$ cat src/cbg_defs.svh
// constants of the carrier burst generator: register map, field bits, reset values
// assumes one clock that is also the carrier timer's count clock
//
// Functional notes
// - carrier counter stays stopped while the carrier run bit is clear, whatever the pulse counter run bit
// - setting the carrier run bit starts counting; carrier stays low until first match
// - low-width match: irq, invert carrier, clear counter, compare high width next
// - high-width match: irq, invert carrier, clear counter, compare low width next
// - pulse count match is synchronised into the count clock as an internal strobe
// - with remote enable 1 and slave gate set, output starts at a carrier rising edge only
// - with remote enable 1, slave gate dropping during a high pulse keeps the pin high until carrier falls
// - high-width write while running is held pending until an old-value match
// - pending high width needs three count clocks before it may transfer
// - a high match earlier than three clocks after the write keeps the old value
// - after transfer the next high phase ends at the new high width
// - clock select 07H makes the pulse counter count emitted carrier pulses
// - pulse counter raises its match when count equals pulse count compare
// - master gate copies to slave gate one clock after the synced strobe rises
// - synced strobe is internal only, used just for the gate transfer
// - remote enable 0: pin follows gate level; 1: gated carrier or low
// - period is N+M+2 count clocks with high part M+1
// - slave gate is read-only, master gate is read and write
`ifndef CBG_DEFS_SVH
`define CBG_DEFS_SVH
`define CBG_A_CTRL      3'h0
`define CBG_A_LOW       3'h1
`define CBG_A_HIGH      3'h2
`define CBG_A_PCMP      3'h3
`define CBG_A_PSEL      3'h4
`define CBG_A_TCNT      3'h5
`define CBG_A_PCNT      3'h6
`define CBG_B_CT_RUN    0
`define CBG_B_PC_RUN    1
`define CBG_B_REMOTE    2
`define CBG_B_MASTER    3
`define CBG_B_SLAVE     4
`define CBG_B_PEND      5
`define CBG_RST_8       8'h00
`define CBG_RST_SEL     3'h0
`define CBG_CNT_CLR     8'h00
`define CBG_CNT_STEP    8'h01
`define CBG_PCS_CARRIER 3'h7
`define CBG_HW_SETTLE   2'd3
`define CBG_AGE_STEP    2'd1
`define CBG_AGE_CLR     2'd0
`endif

$ cat src/cbg_pkg.sv
// types shared by the carrier burst generator
// assumes cbg_defs.svh is compiled alongside
`default_nettype none
package cbg_pkg;
  // one register bus request, sampled on the rising clock edge
  typedef struct packed {
    logic [2:0] addr;
    logic [7:0] wdata;
    logic       we;
    logic       re;
  } cbg_bus_s;
  // software-written control bits
  typedef struct packed {
    logic gate_master;
    logic remote_en;
    logic pc_run;
    logic ct_run;
  } cbg_ctrl_s;
endpackage
`default_nettype wire

$ cat src/cbg_top.sv
// carrier burst generator: two-compare carrier timer, pulse counter, gated output
// assumes a single clock that is the carrier count clock, synchronous reset,
// and a register master that never issues write and read strobes together
//
// Added by the designer: the placing of the registers and the address-and-strobe port.
`include "cbg_defs.svh"
`default_nettype none
module cbg_top
  import cbg_pkg::*;
(
  input  wire logic     clk,               // count clock, 10 MHz
  input  wire logic     rst,               // synchronous reset, active high
  input  wire cbg_bus_s bus_req,           // register request
  input  wire logic     ext_event_in,      // external pulse counter source pin
  output logic [7:0]    rdata,             // read data, cycle after read strobe
  output logic          carrier_out_pin,   // modulated carrier output
  output logic          carrier_match_irq, // one-cycle pulse per width match
  output logic          pulse_count_match  // one-cycle pulse on pulse counter match
);

  function automatic logic f_rise(input logic now_v, input logic prev_v);
    f_rise = now_v & ~prev_v;
  endfunction

  ////////////////////////////////////////////////////////////////////////////
  // state
  cbg_ctrl_s  ctrl_r;
  logic       gate_slave_r;
  logic [7:0] low_cmp_r;
  logic [7:0] high_cmp_r;
  logic [7:0] pend_val_r;
  logic       pend_vld_r;
  logic [1:0] pend_age_r;
  logic [7:0] pcmp_r;
  logic [2:0] psel_r;
  logic [7:0] cnt_r;
  logic       phase_r;
  logic       carrier_r;
  logic       emit_r;
  logic       out_r;
  logic       out_d_r;
  logic [7:0] pcnt_r;
  logic       pmatch_r;
  logic       sync_r;
  logic       sync_d_r;
  logic       ext_s1_r;
  logic       ext_s2_r;
  logic       ext_s3_r;
  logic       irq_r;
  logic [7:0] rdata_r;

  ////////////////////////////////////////////////////////////////////////////
  // register decode
  wire wr_ctrl = bus_req.we && (bus_req.addr == `CBG_A_CTRL);
  wire wr_low  = bus_req.we && (bus_req.addr == `CBG_A_LOW);
  wire wr_high = bus_req.we && (bus_req.addr == `CBG_A_HIGH);
  wire wr_pcmp = bus_req.we && (bus_req.addr == `CBG_A_PCMP);
  wire wr_psel = bus_req.we && (bus_req.addr == `CBG_A_PSEL);
  wire running = ctrl_r.ct_run;

  // control byte as read back; slave and pending are status only
  wire [7:0] ctrl_rd = {2'b00, pend_vld_r, gate_slave_r, ctrl_r.gate_master,
                        ctrl_r.remote_en, ctrl_r.pc_run, ctrl_r.ct_run};
  wire cbg_ctrl_s ctrl_wr = '{gate_master: bus_req.wdata[`CBG_B_MASTER],
                              remote_en:   bus_req.wdata[`CBG_B_REMOTE],
                              pc_run:      bus_req.wdata[`CBG_B_PC_RUN],
                              ct_run:      bus_req.wdata[`CBG_B_CT_RUN]};

  // read mux; address 7 is unmapped and reads zero
  wire [7:0] rd_mux =
    (bus_req.addr == `CBG_A_CTRL) ? ctrl_rd :
    (bus_req.addr == `CBG_A_LOW)  ? low_cmp_r :
    (bus_req.addr == `CBG_A_HIGH) ? high_cmp_r :
    (bus_req.addr == `CBG_A_PCMP) ? pcmp_r :
    (bus_req.addr == `CBG_A_PSEL) ? {5'b00000, psel_r} :
    (bus_req.addr == `CBG_A_TCNT) ? cnt_r :
    (bus_req.addr == `CBG_A_PCNT) ? pcnt_r : `CBG_RST_8;

  // control bits and pulse counter setup
  always_ff @(posedge clk)
  begin
    if (rst)
    begin
      ctrl_r <= '0;
      pcmp_r <= `CBG_RST_8;
      psel_r <= `CBG_RST_SEL;
      rdata_r <= `CBG_RST_8;
    end
    else
    begin
      if (wr_ctrl)
        ctrl_r <= ctrl_wr;
      if (wr_pcmp)
        pcmp_r <= bus_req.wdata;  // burst length minus one
      if (wr_psel)
        psel_r <= bus_req.wdata[2:0];
      rdata_r <= bus_req.re ? rd_mux : `CBG_RST_8;
    end
  end

  // low width may only change while stopped; a running write is dropped
  always_ff @(posedge clk)
  begin
    if (rst)
      low_cmp_r <= `CBG_RST_8;
    else if (wr_low && !running)
      low_cmp_r <= bus_req.wdata;
  end

  ////////////////////////////////////////////////////////////////////////////
  // carrier timer
  wire low_hit  = running && !phase_r && (cnt_r == low_cmp_r);
  wire high_hit = running && phase_r && (cnt_r == high_cmp_r);
  wire any_hit  = low_hit || high_hit;
  wire pend_ok  = pend_vld_r && (pend_age_r >= `CBG_HW_SETTLE);
  wire take_pend = high_hit && pend_ok;

  wire [7:0] cnt_nxt = !running ? `CBG_CNT_CLR :
                       any_hit ? `CBG_CNT_CLR :
                       cnt_r + `CBG_CNT_STEP;
  wire phase_nxt   = running && (phase_r ^ any_hit);
  wire carrier_nxt = running && (carrier_r ^ any_hit);

  // counter, compare select and carrier level
  always_ff @(posedge clk)
  begin
    if (rst)
    begin
      cnt_r <= `CBG_CNT_CLR;
      phase_r <= 1'b0;
      carrier_r <= 1'b0;
      irq_r <= 1'b0;
    end
    else
    begin
      cnt_r <= cnt_nxt;
      phase_r <= phase_nxt;
      carrier_r <= carrier_nxt;
      irq_r <= any_hit;
    end
  end

  // high width: direct load while stopped, pending while running
  // a fresh write restarts the settle count so a half-settled value never lands
  always_ff @(posedge clk)
  begin
    if (rst)
    begin
      high_cmp_r <= `CBG_RST_8;
      pend_val_r <= `CBG_RST_8;
      pend_vld_r <= 1'b0;
      pend_age_r <= `CBG_AGE_CLR;
    end
    else
    begin
      if (take_pend)
        high_cmp_r <= pend_val_r;
      else if (wr_high && !running)
        high_cmp_r <= bus_req.wdata;
      if (wr_high && running)
      begin
        pend_val_r <= bus_req.wdata;
        pend_vld_r <= 1'b1;
        pend_age_r <= `CBG_AGE_CLR;
      end
      else
      begin
        if (take_pend || !running)
          pend_vld_r <= 1'b0;
        if (pend_vld_r && !pend_ok)
          pend_age_r <= pend_age_r + `CBG_AGE_STEP;
      end
    end
  end

  ////////////////////////////////////////////////////////////////////////////
  // gated output
  wire car_rise = f_rise(carrier_nxt, carrier_r);
  // emit starts only on a carrier rise; with the gate shut it only finishes the pulse in flight
  wire emit_nxt = !ctrl_r.remote_en ? 1'b0 :
                  gate_slave_r ? (emit_r || car_rise) :
                  (emit_r && carrier_r && carrier_nxt);
  wire out_nxt = ctrl_r.remote_en ? (emit_nxt && carrier_nxt)
                                  : gate_slave_r;

  always_ff @(posedge clk)
  begin
    if (rst)
    begin
      emit_r <= 1'b0;
      out_r <= 1'b0;
      out_d_r <= 1'b0;
    end
    else
    begin
      emit_r <= emit_nxt;
      out_r <= out_nxt;
      out_d_r <= out_r;
    end
  end

  ////////////////////////////////////////////////////////////////////////////
  // pulse counter; the pin source is synchronised, s1 feeds only s2
  always_ff @(posedge clk)
  begin
    if (rst)
    begin
      ext_s1_r <= 1'b0;
      ext_s2_r <= 1'b0;
      ext_s3_r <= 1'b0;
    end
    else
    begin
      ext_s1_r <= ext_event_in;
      ext_s2_r <= ext_s1_r;
      ext_s3_r <= ext_s2_r;
    end
  end

  wire pc_evt = (psel_r == `CBG_PCS_CARRIER) ? f_rise(out_r, out_d_r)
                                             : f_rise(ext_s2_r, ext_s3_r);
  wire pc_hit = ctrl_r.pc_run && pc_evt && (pcnt_r == pcmp_r);

  always_ff @(posedge clk)
  begin
    if (rst)
    begin
      pcnt_r <= `CBG_CNT_CLR;
      pmatch_r <= 1'b0;
    end
    else
    begin
      if (!ctrl_r.pc_run || pc_hit)
        pcnt_r <= `CBG_CNT_CLR;
      else if (pc_evt)
        pcnt_r <= pcnt_r + `CBG_CNT_STEP;
      pmatch_r <= pc_hit;
    end
  end

  ////////////////////////////////////////////////////////////////////////////
  // match sync and gate transfer; the strobe drives no irq
  // the copy lands one count clock after the synced strobe rises
  wire sync_rise = f_rise(sync_r, sync_d_r);
  wire slave_nxt = sync_rise ? ctrl_r.gate_master : gate_slave_r;

  always_ff @(posedge clk)
  begin
    if (rst)
    begin
      sync_r <= 1'b0;
      sync_d_r <= 1'b0;
      gate_slave_r <= 1'b0;
    end
    else
    begin
      sync_r <= pmatch_r;
      sync_d_r <= sync_r;
      gate_slave_r <= slave_nxt;
    end
  end

  // outputs
  assign rdata = rdata_r;
  assign carrier_out_pin = out_r;
  assign carrier_match_irq = irq_r;
  assign pulse_count_match = pmatch_r;

  ////////////////////////////////////////////////////////////////////////////
  // checks
  property p_stop_hold;
    @(posedge clk) disable iff (rst)
    !running |=> (cnt_r == `CBG_CNT_CLR) && !carrier_r && !phase_r;
  endproperty
  a_stop_hold: assert property (p_stop_hold)
    else $error("counter not held while stopped");

  property p_low_phase_low;
    @(posedge clk) disable iff (rst)
    !carrier_r && !(running && !phase_r && (cnt_r == low_cmp_r)) |=> !carrier_r;
  endproperty
  a_low_phase_low: assert property (p_low_phase_low)
    else $error("carrier rose without a low width match");

  property p_low_match;
    @(posedge clk) disable iff (rst)
    running && !phase_r && (cnt_r == low_cmp_r) && ctrl_r.ct_run
    |=> (cnt_r == `CBG_CNT_CLR) && carrier_match_irq && phase_r && carrier_r;
  endproperty
  a_low_match: assert property (p_low_match)
    else $error("low width match mishandled");

  property p_high_match;
    @(posedge clk) disable iff (rst)
    running && phase_r && (cnt_r == high_cmp_r)
    |=> (cnt_r == `CBG_CNT_CLR) && carrier_match_irq && !phase_r && !carrier_r;
  endproperty
  a_high_match: assert property (p_high_match)
    else $error("high width match mishandled");

  property p_sync;
    @(posedge clk) disable iff (rst)
    pulse_count_match |=> sync_r;
  endproperty
  a_sync: assert property (p_sync)
    else $error("match not synchronised");

  property p_xfer;
    @(posedge clk) disable iff (rst)
    (sync_r && !sync_d_r) |=> (gate_slave_r == $past(ctrl_r.gate_master));
  endproperty
  a_xfer: assert property (p_xfer)
    else $error("gate transfer mistimed");

  property p_no_midpulse;
    @(posedge clk) disable iff (rst)
    $rose(out_r) && $past(ctrl_r.remote_en) && ctrl_r.remote_en
    |-> ($past(carrier_r) == 1'b0);
  endproperty
  a_no_midpulse: assert property (p_no_midpulse)
    else $error("output started mid pulse");

  property p_hold_high;
    @(posedge clk) disable iff (rst)
    (ctrl_r.remote_en && out_r) ##1 (ctrl_r.remote_en && carrier_r)
    |-> out_r;
  endproperty
  a_hold_high: assert property (p_hold_high)
    else $error("high pulse cut short");

  property p_early_keep;
    @(posedge clk) disable iff (rst)
    high_hit && pend_vld_r && (pend_age_r < `CBG_HW_SETTLE)
    |=> $stable(high_cmp_r);
  endproperty
  a_early_keep: assert property (p_early_keep)
    else $error("pending width taken too early");

  property p_take;
    @(posedge clk) disable iff (rst)
    high_hit && pend_ok |=> (high_cmp_r == $past(pend_val_r));
  endproperty
  a_take: assert property (p_take)
    else $error("pending width not taken");

  property p_pc_match;
    @(posedge clk) disable iff (rst)
    ctrl_r.pc_run && pc_evt && (pcnt_r == pcmp_r) |=> pulse_count_match;
  endproperty
  a_pc_match: assert property (p_pc_match)
    else $error("pulse count match missed");

  property p_gate_level;
    @(posedge clk) disable iff (rst)
    !ctrl_r.remote_en |=> (out_r == $past(gate_slave_r));
  endproperty
  a_gate_level: assert property (p_gate_level)
    else $error("pin does not follow gate");

  property p_gate_shut;
    @(posedge clk) disable iff (rst)
    ctrl_r.remote_en && !gate_slave_r && !out_r |=> !out_r;
  endproperty
  a_gate_shut: assert property (p_gate_shut)
    else $error("pulse started with gate shut");

endmodule
`default_nettype wire

$ cat config.mk
export PLATFORM = sky130hd
export DESIGN_NAME = cbg_top
export DESIGN_NICKNAME = d
export VERILOG_FILES = /design/src/cbg_pkg.sv /design/src/cbg_top.sv
export VERILOG_INCLUDE_DIRS = /design/src /design/src/src
export SDC_FILE = /design/constraint.sdc
export NUM_CORES = 1
export LEC_CHECK = 0
export BUFFER_PORTS_ARGS = -buffer_cell sky130_fd_sc_hd__buf_2
export CORE_UTILIZATION = 55
export DETAILED_ROUTE_END_ITERATION = 8
export HOLD_SLACK_MARGIN = 0.06
export PLACE_DENSITY = 0.71
export RECOVER_POWER = 50
export SYNTH_ARGS = -nofsm -noshare
export SYNTH_HDL_FRONTEND = slang
export SYNTH_SLANG_ARGS = --single-unit
$ cat constraint.sdc
create_clock -name clk -period 4.9 [get_ports clk]
set_input_delay 0.98 -clock clk [delete_from_list [all_inputs] [get_ports clk]]
set_output_delay 0.98 -clock clk [all_outputs]
set_load 0.01 [all_outputs]
==> out/metrics.csv <==
stage,metric,value,unit
placed_design,place.gp.congestion,0.918,
setup_path,cp_max_fo,56,
layout,fillCellCount,568,
routing,drtPass1Iterations,8,
setup_path,crit_path_end_kind,flip-flop,
power_and_ir_drop,power_density,318,mW/mm2
sta,timing.final.ws_setup,1.31,ns
routing,first_iter_violations,177,
global_routing,grt_pass1_wl,14900,um
synthesis,syn_nets,435,
layout,multi_input_area,0.00199,mm2
sta,finalHoldViolCount,0,
layout,ff_latch_area,0.00158,mm2
sta,rsz0062_at_grt,no,
run_status,status,"complete, but fails checks",
setup_path,startpoint_type,primary input,
sta,whs,0.448,ns
routing,drtAntennaViolNets,0,
floorplanning,die_w,84.4,um
routing,drc_errors,2,
routing,met1Wirelength,4010,um
routing,met3_length,559,um
setup_path,cp_data_required_time,5.13,ns
layout,finalNonFillerCells,506,
routing,highest_layer,met4,
synthesis,yosysSeqAreaShare,0.423,
placed_design,port_buffers,26,
routing,met2_length,4140,um
floorplanning,initial_core_util,0.579,
sta,worstMarginPinSlew,2.47,ns
job,drv_cap,1,
power_and_ir_drop,ir_drop,199,uV
clock_network,cts_made_buffers,9,
routing,avgViaCountPerCell,6.02,
routing,wl_per_cell,17.7,um
setup_path,path_delay_family,buffers and inverters,
synthesis,ys_seq_elements,79,
clock_network,ctsResizeCount,0,
layout,antennaDiodeCount,0,
clock_network,clk_latency,0.36,ns
clock_network,path_clk_slew,0.07,ns
global_routing,grt_pass1_vias,2864,
clock_network,post-cts-setup-buffers,0,
synthesis,synth.avg_cell_area,8.99,um2
sta,slew_viol_final,57,
sta,period_share,0.733,
sta,min_period,3.59,ns
sta,finalSetupTns,0,ns
floorplanning,dieArea,0.00713,mm2
layout,drive_above_1_share,0.103,
synthesis,async_reset_ff_frac,0,
placed_design,hpwl,6420,um
global_routing,grt_max_degree,57,
setup_path,crit_slowest_cell,clkbuf_1,
synthesis,synth_edf_count,0,
layout,syn2layout_area_growth,7.63,%
clock_network,cts_tree,built,
synthesis,ys.flop_type,dfxtp_1,
setup_path,crit_arrival,3.82,ns
routing,wirelength,8960,um
sta,setup_viol_count_final,0,
floorplanning,die_h,84.4,um
placed_design,place_inst,490,
sta,max_freq,278,MHz
floorplanning,row_count,29,
run_status,violations,"DRC, capacitance limit, slew limit",
clock_network,hold_buffers,0,
worst_hold_path,hold_path.class,reg -> reg,
synthesis,ys_warn_count,0,
clock_network,cts.path.max_buffers,2,
power_and_ir_drop,p_leak,0.00157,uW
layout,nets,443,
setup_path,critPathMaxStageDelay,1.72,ns
global_routing,antenna_found_initial,0,
global_routing,gr-total-overflow,0,
global_routing,grt_usage,0.274,
synthesis,ys_types,46,
floorplanning,fp.coreArea,0.00646,mm2
clock_network,clock-sinks,79,
floorplanning,ioPinCount,27,
power_and_ir_drop,design_power_total,1280,uW
routing,vias,3048,
sta,skew,0.00897,ns
clock_network,cts-root-buf,clkbuf_8,
setup_path,crit_buf_inv,2,
setup_path,path_class,in -> reg,
synthesis,synthesis.area,0.00374,mm2
synthesis,syn-instance-count,416,
sta,relSlewSlack,-0.648,
clock_network,cts-htree-levels,3,
setup_path,cp_cell_sequence,"clkbuf_1, inv_1, nand2_1, nor2_1, a221oi_1, a32oi_1",
placed_design,dp_slack,1.78,ns
worst paths after layout:
check / from / endpoint / slack, ns / cells past startpoint
max: rst / carrier_out_pin / 1.31 / 6
max reg2reg: cnt_r[6] / high_cmp_r[0] / 2.76 / 5
min reg2reg: ext_s1_r / ext_s2_r / 0.45 / 1
min: ext_s1_r / ext_s2_r / 0.45 / 1
layer usage:
layer  track usage  up-vias
li1              -     1460
met1         0.374     1448
met2         0.421      112
met3        0.0570       28
met4         0.125        0
met5             0        -
layout by cell type, fill, tap and decap left out, types with 6 or more instances in the layout:
master    netlist  layout
a311oi_1        6       6
mux2i_1        23      23
nand4_1         6       6
dfxtp_1        79      79
nand3_1        11      11
nor3_1          8       8
buf_2           9      14
clkbuf_1       15      14
o21ai_0        10      10
xor2_1         22      22
a221oi_1        6       6
nand2_1        53      53
nor2_1         50      50
a21oi_1        26      26
nor2b_1        10      10
xnor2_1        15      15
clkbuf_8        0      11
flip-flops by register name, summed over array words and instances, names as in the netlist, 2 cells and up:
register    cells
cnt_r           8
low_cmp_r       8
pend_age_r      2
high_cmp_r      8
pend_val_r      8
rdata           8
psel_r          3
ctrl_r          3
pcnt_r          8
pcmp_r          8
area by class of cell:
| cell class | instances | area share |
|---|---|---|
| flip-flops and latches | 79 | 0.393 |
| well taps | 77 | 0.0239 |
| repair buffers | 26 | 0.0286 |
| inverters | 4 | 0.00373 |
| multi-input cells | 304 | 0.495 |
| clock inverters | 3 | 0.0162 |
| clock buffers | 13 | 0.0395 |
power by group:
part | switching (uW) | total [uW] | internal (uW)
registers | 8.92 | 659 | 650
clock network | 227 | 542 | 314
logic | 49.2 | 76.8 | 27.5
total | 286 | 1280 | 992
logic make-up (layout without fill, tap and decap cells):
kind of cell | count (synthesis) | count (layout) | synth area share
fa+ha+maj | 3 | 3 | 0.0100
simple gates | 166 | 166 | 0.217
xor+xnor | 38 | 38 | 0.0910
flops | 79 | 79 | 0.423
mux | 30 | 30 | 0.0917
buf+inv | 33 | 46 | 0.0442
compound gates | 67 | 67 | 0.123
worst register-to-register path: cells and delay by family, from the launching register on:
| family | cells | cell delay [ns] |
|---|---|---|
| xor+xnor | 1 | 0.16 |
| compound gates | 1 | 0.07 |
| flops | 1 | 0.52 |
| simple gates | 3 | 1.17 |
Yosys cell counts, types with 2 or more instances:
| cell | n | area share |
|---|---|---|
| clkbuf_1 | 15 | 0.015 |
| nor3b_1 | 2 | 0.0040 |
| mux4_2 | 3 | 0.018 |
| a311oi_2 | 2 | 0.0080 |
| nor4_1 | 2 | 0.0033 |
| xnor2_1 | 15 | 0.035 |
| buf_2 | 9 | 0.012 |
| a21oi_1 | 26 | 0.035 |
| nand4_1 | 6 | 0.010 |
| nor2_1 | 50 | 0.050 |
| nand2_1 | 53 | 0.053 |
| inv_1 | 4 | 0.0040 |
| xor2_1 | 22 | 0.052 |
| a211oi_1 | 5 | 0.010 |
| a221oi_1 | 6 | 0.014 |
| nand3_1 | 11 | 0.015 |
| nand2b_1 | 2 | 0.0033 |
| ha_1 | 3 | 0.010 |
| and2_1 | 5 | 0.0084 |
| nor4_4 | 2 | 0.011 |
| mux2_2 | 4 | 0.012 |
| a22oi_1 | 5 | 0.010 |
| nor3_1 | 8 | 0.011 |
| a2bb2oi_1 | 2 | 0.0047 |
| mux2i_1 | 23 | 0.062 |
| a311oi_1 | 6 | 0.014 |
| buf_6 | 4 | 0.012 |
| dfxtp_1 | 79 | 0.42 |
| nand3b_1 | 3 | 0.0060 |
| nor2b_1 | 10 | 0.017 |
| o21ai_0 | 10 | 0.013 |
| and3_1 | 5 | 0.0084 |
per-stage QoR:
step	utilization	instance area, um2
floorplan	-	3740
detailed placement	0.591	3810
global route	0.623	4020
global placement	0.591	3810
finish	0.623	4020
CTS	0.625	4040
Note: power is estimated with default switching activity, not from simulation.
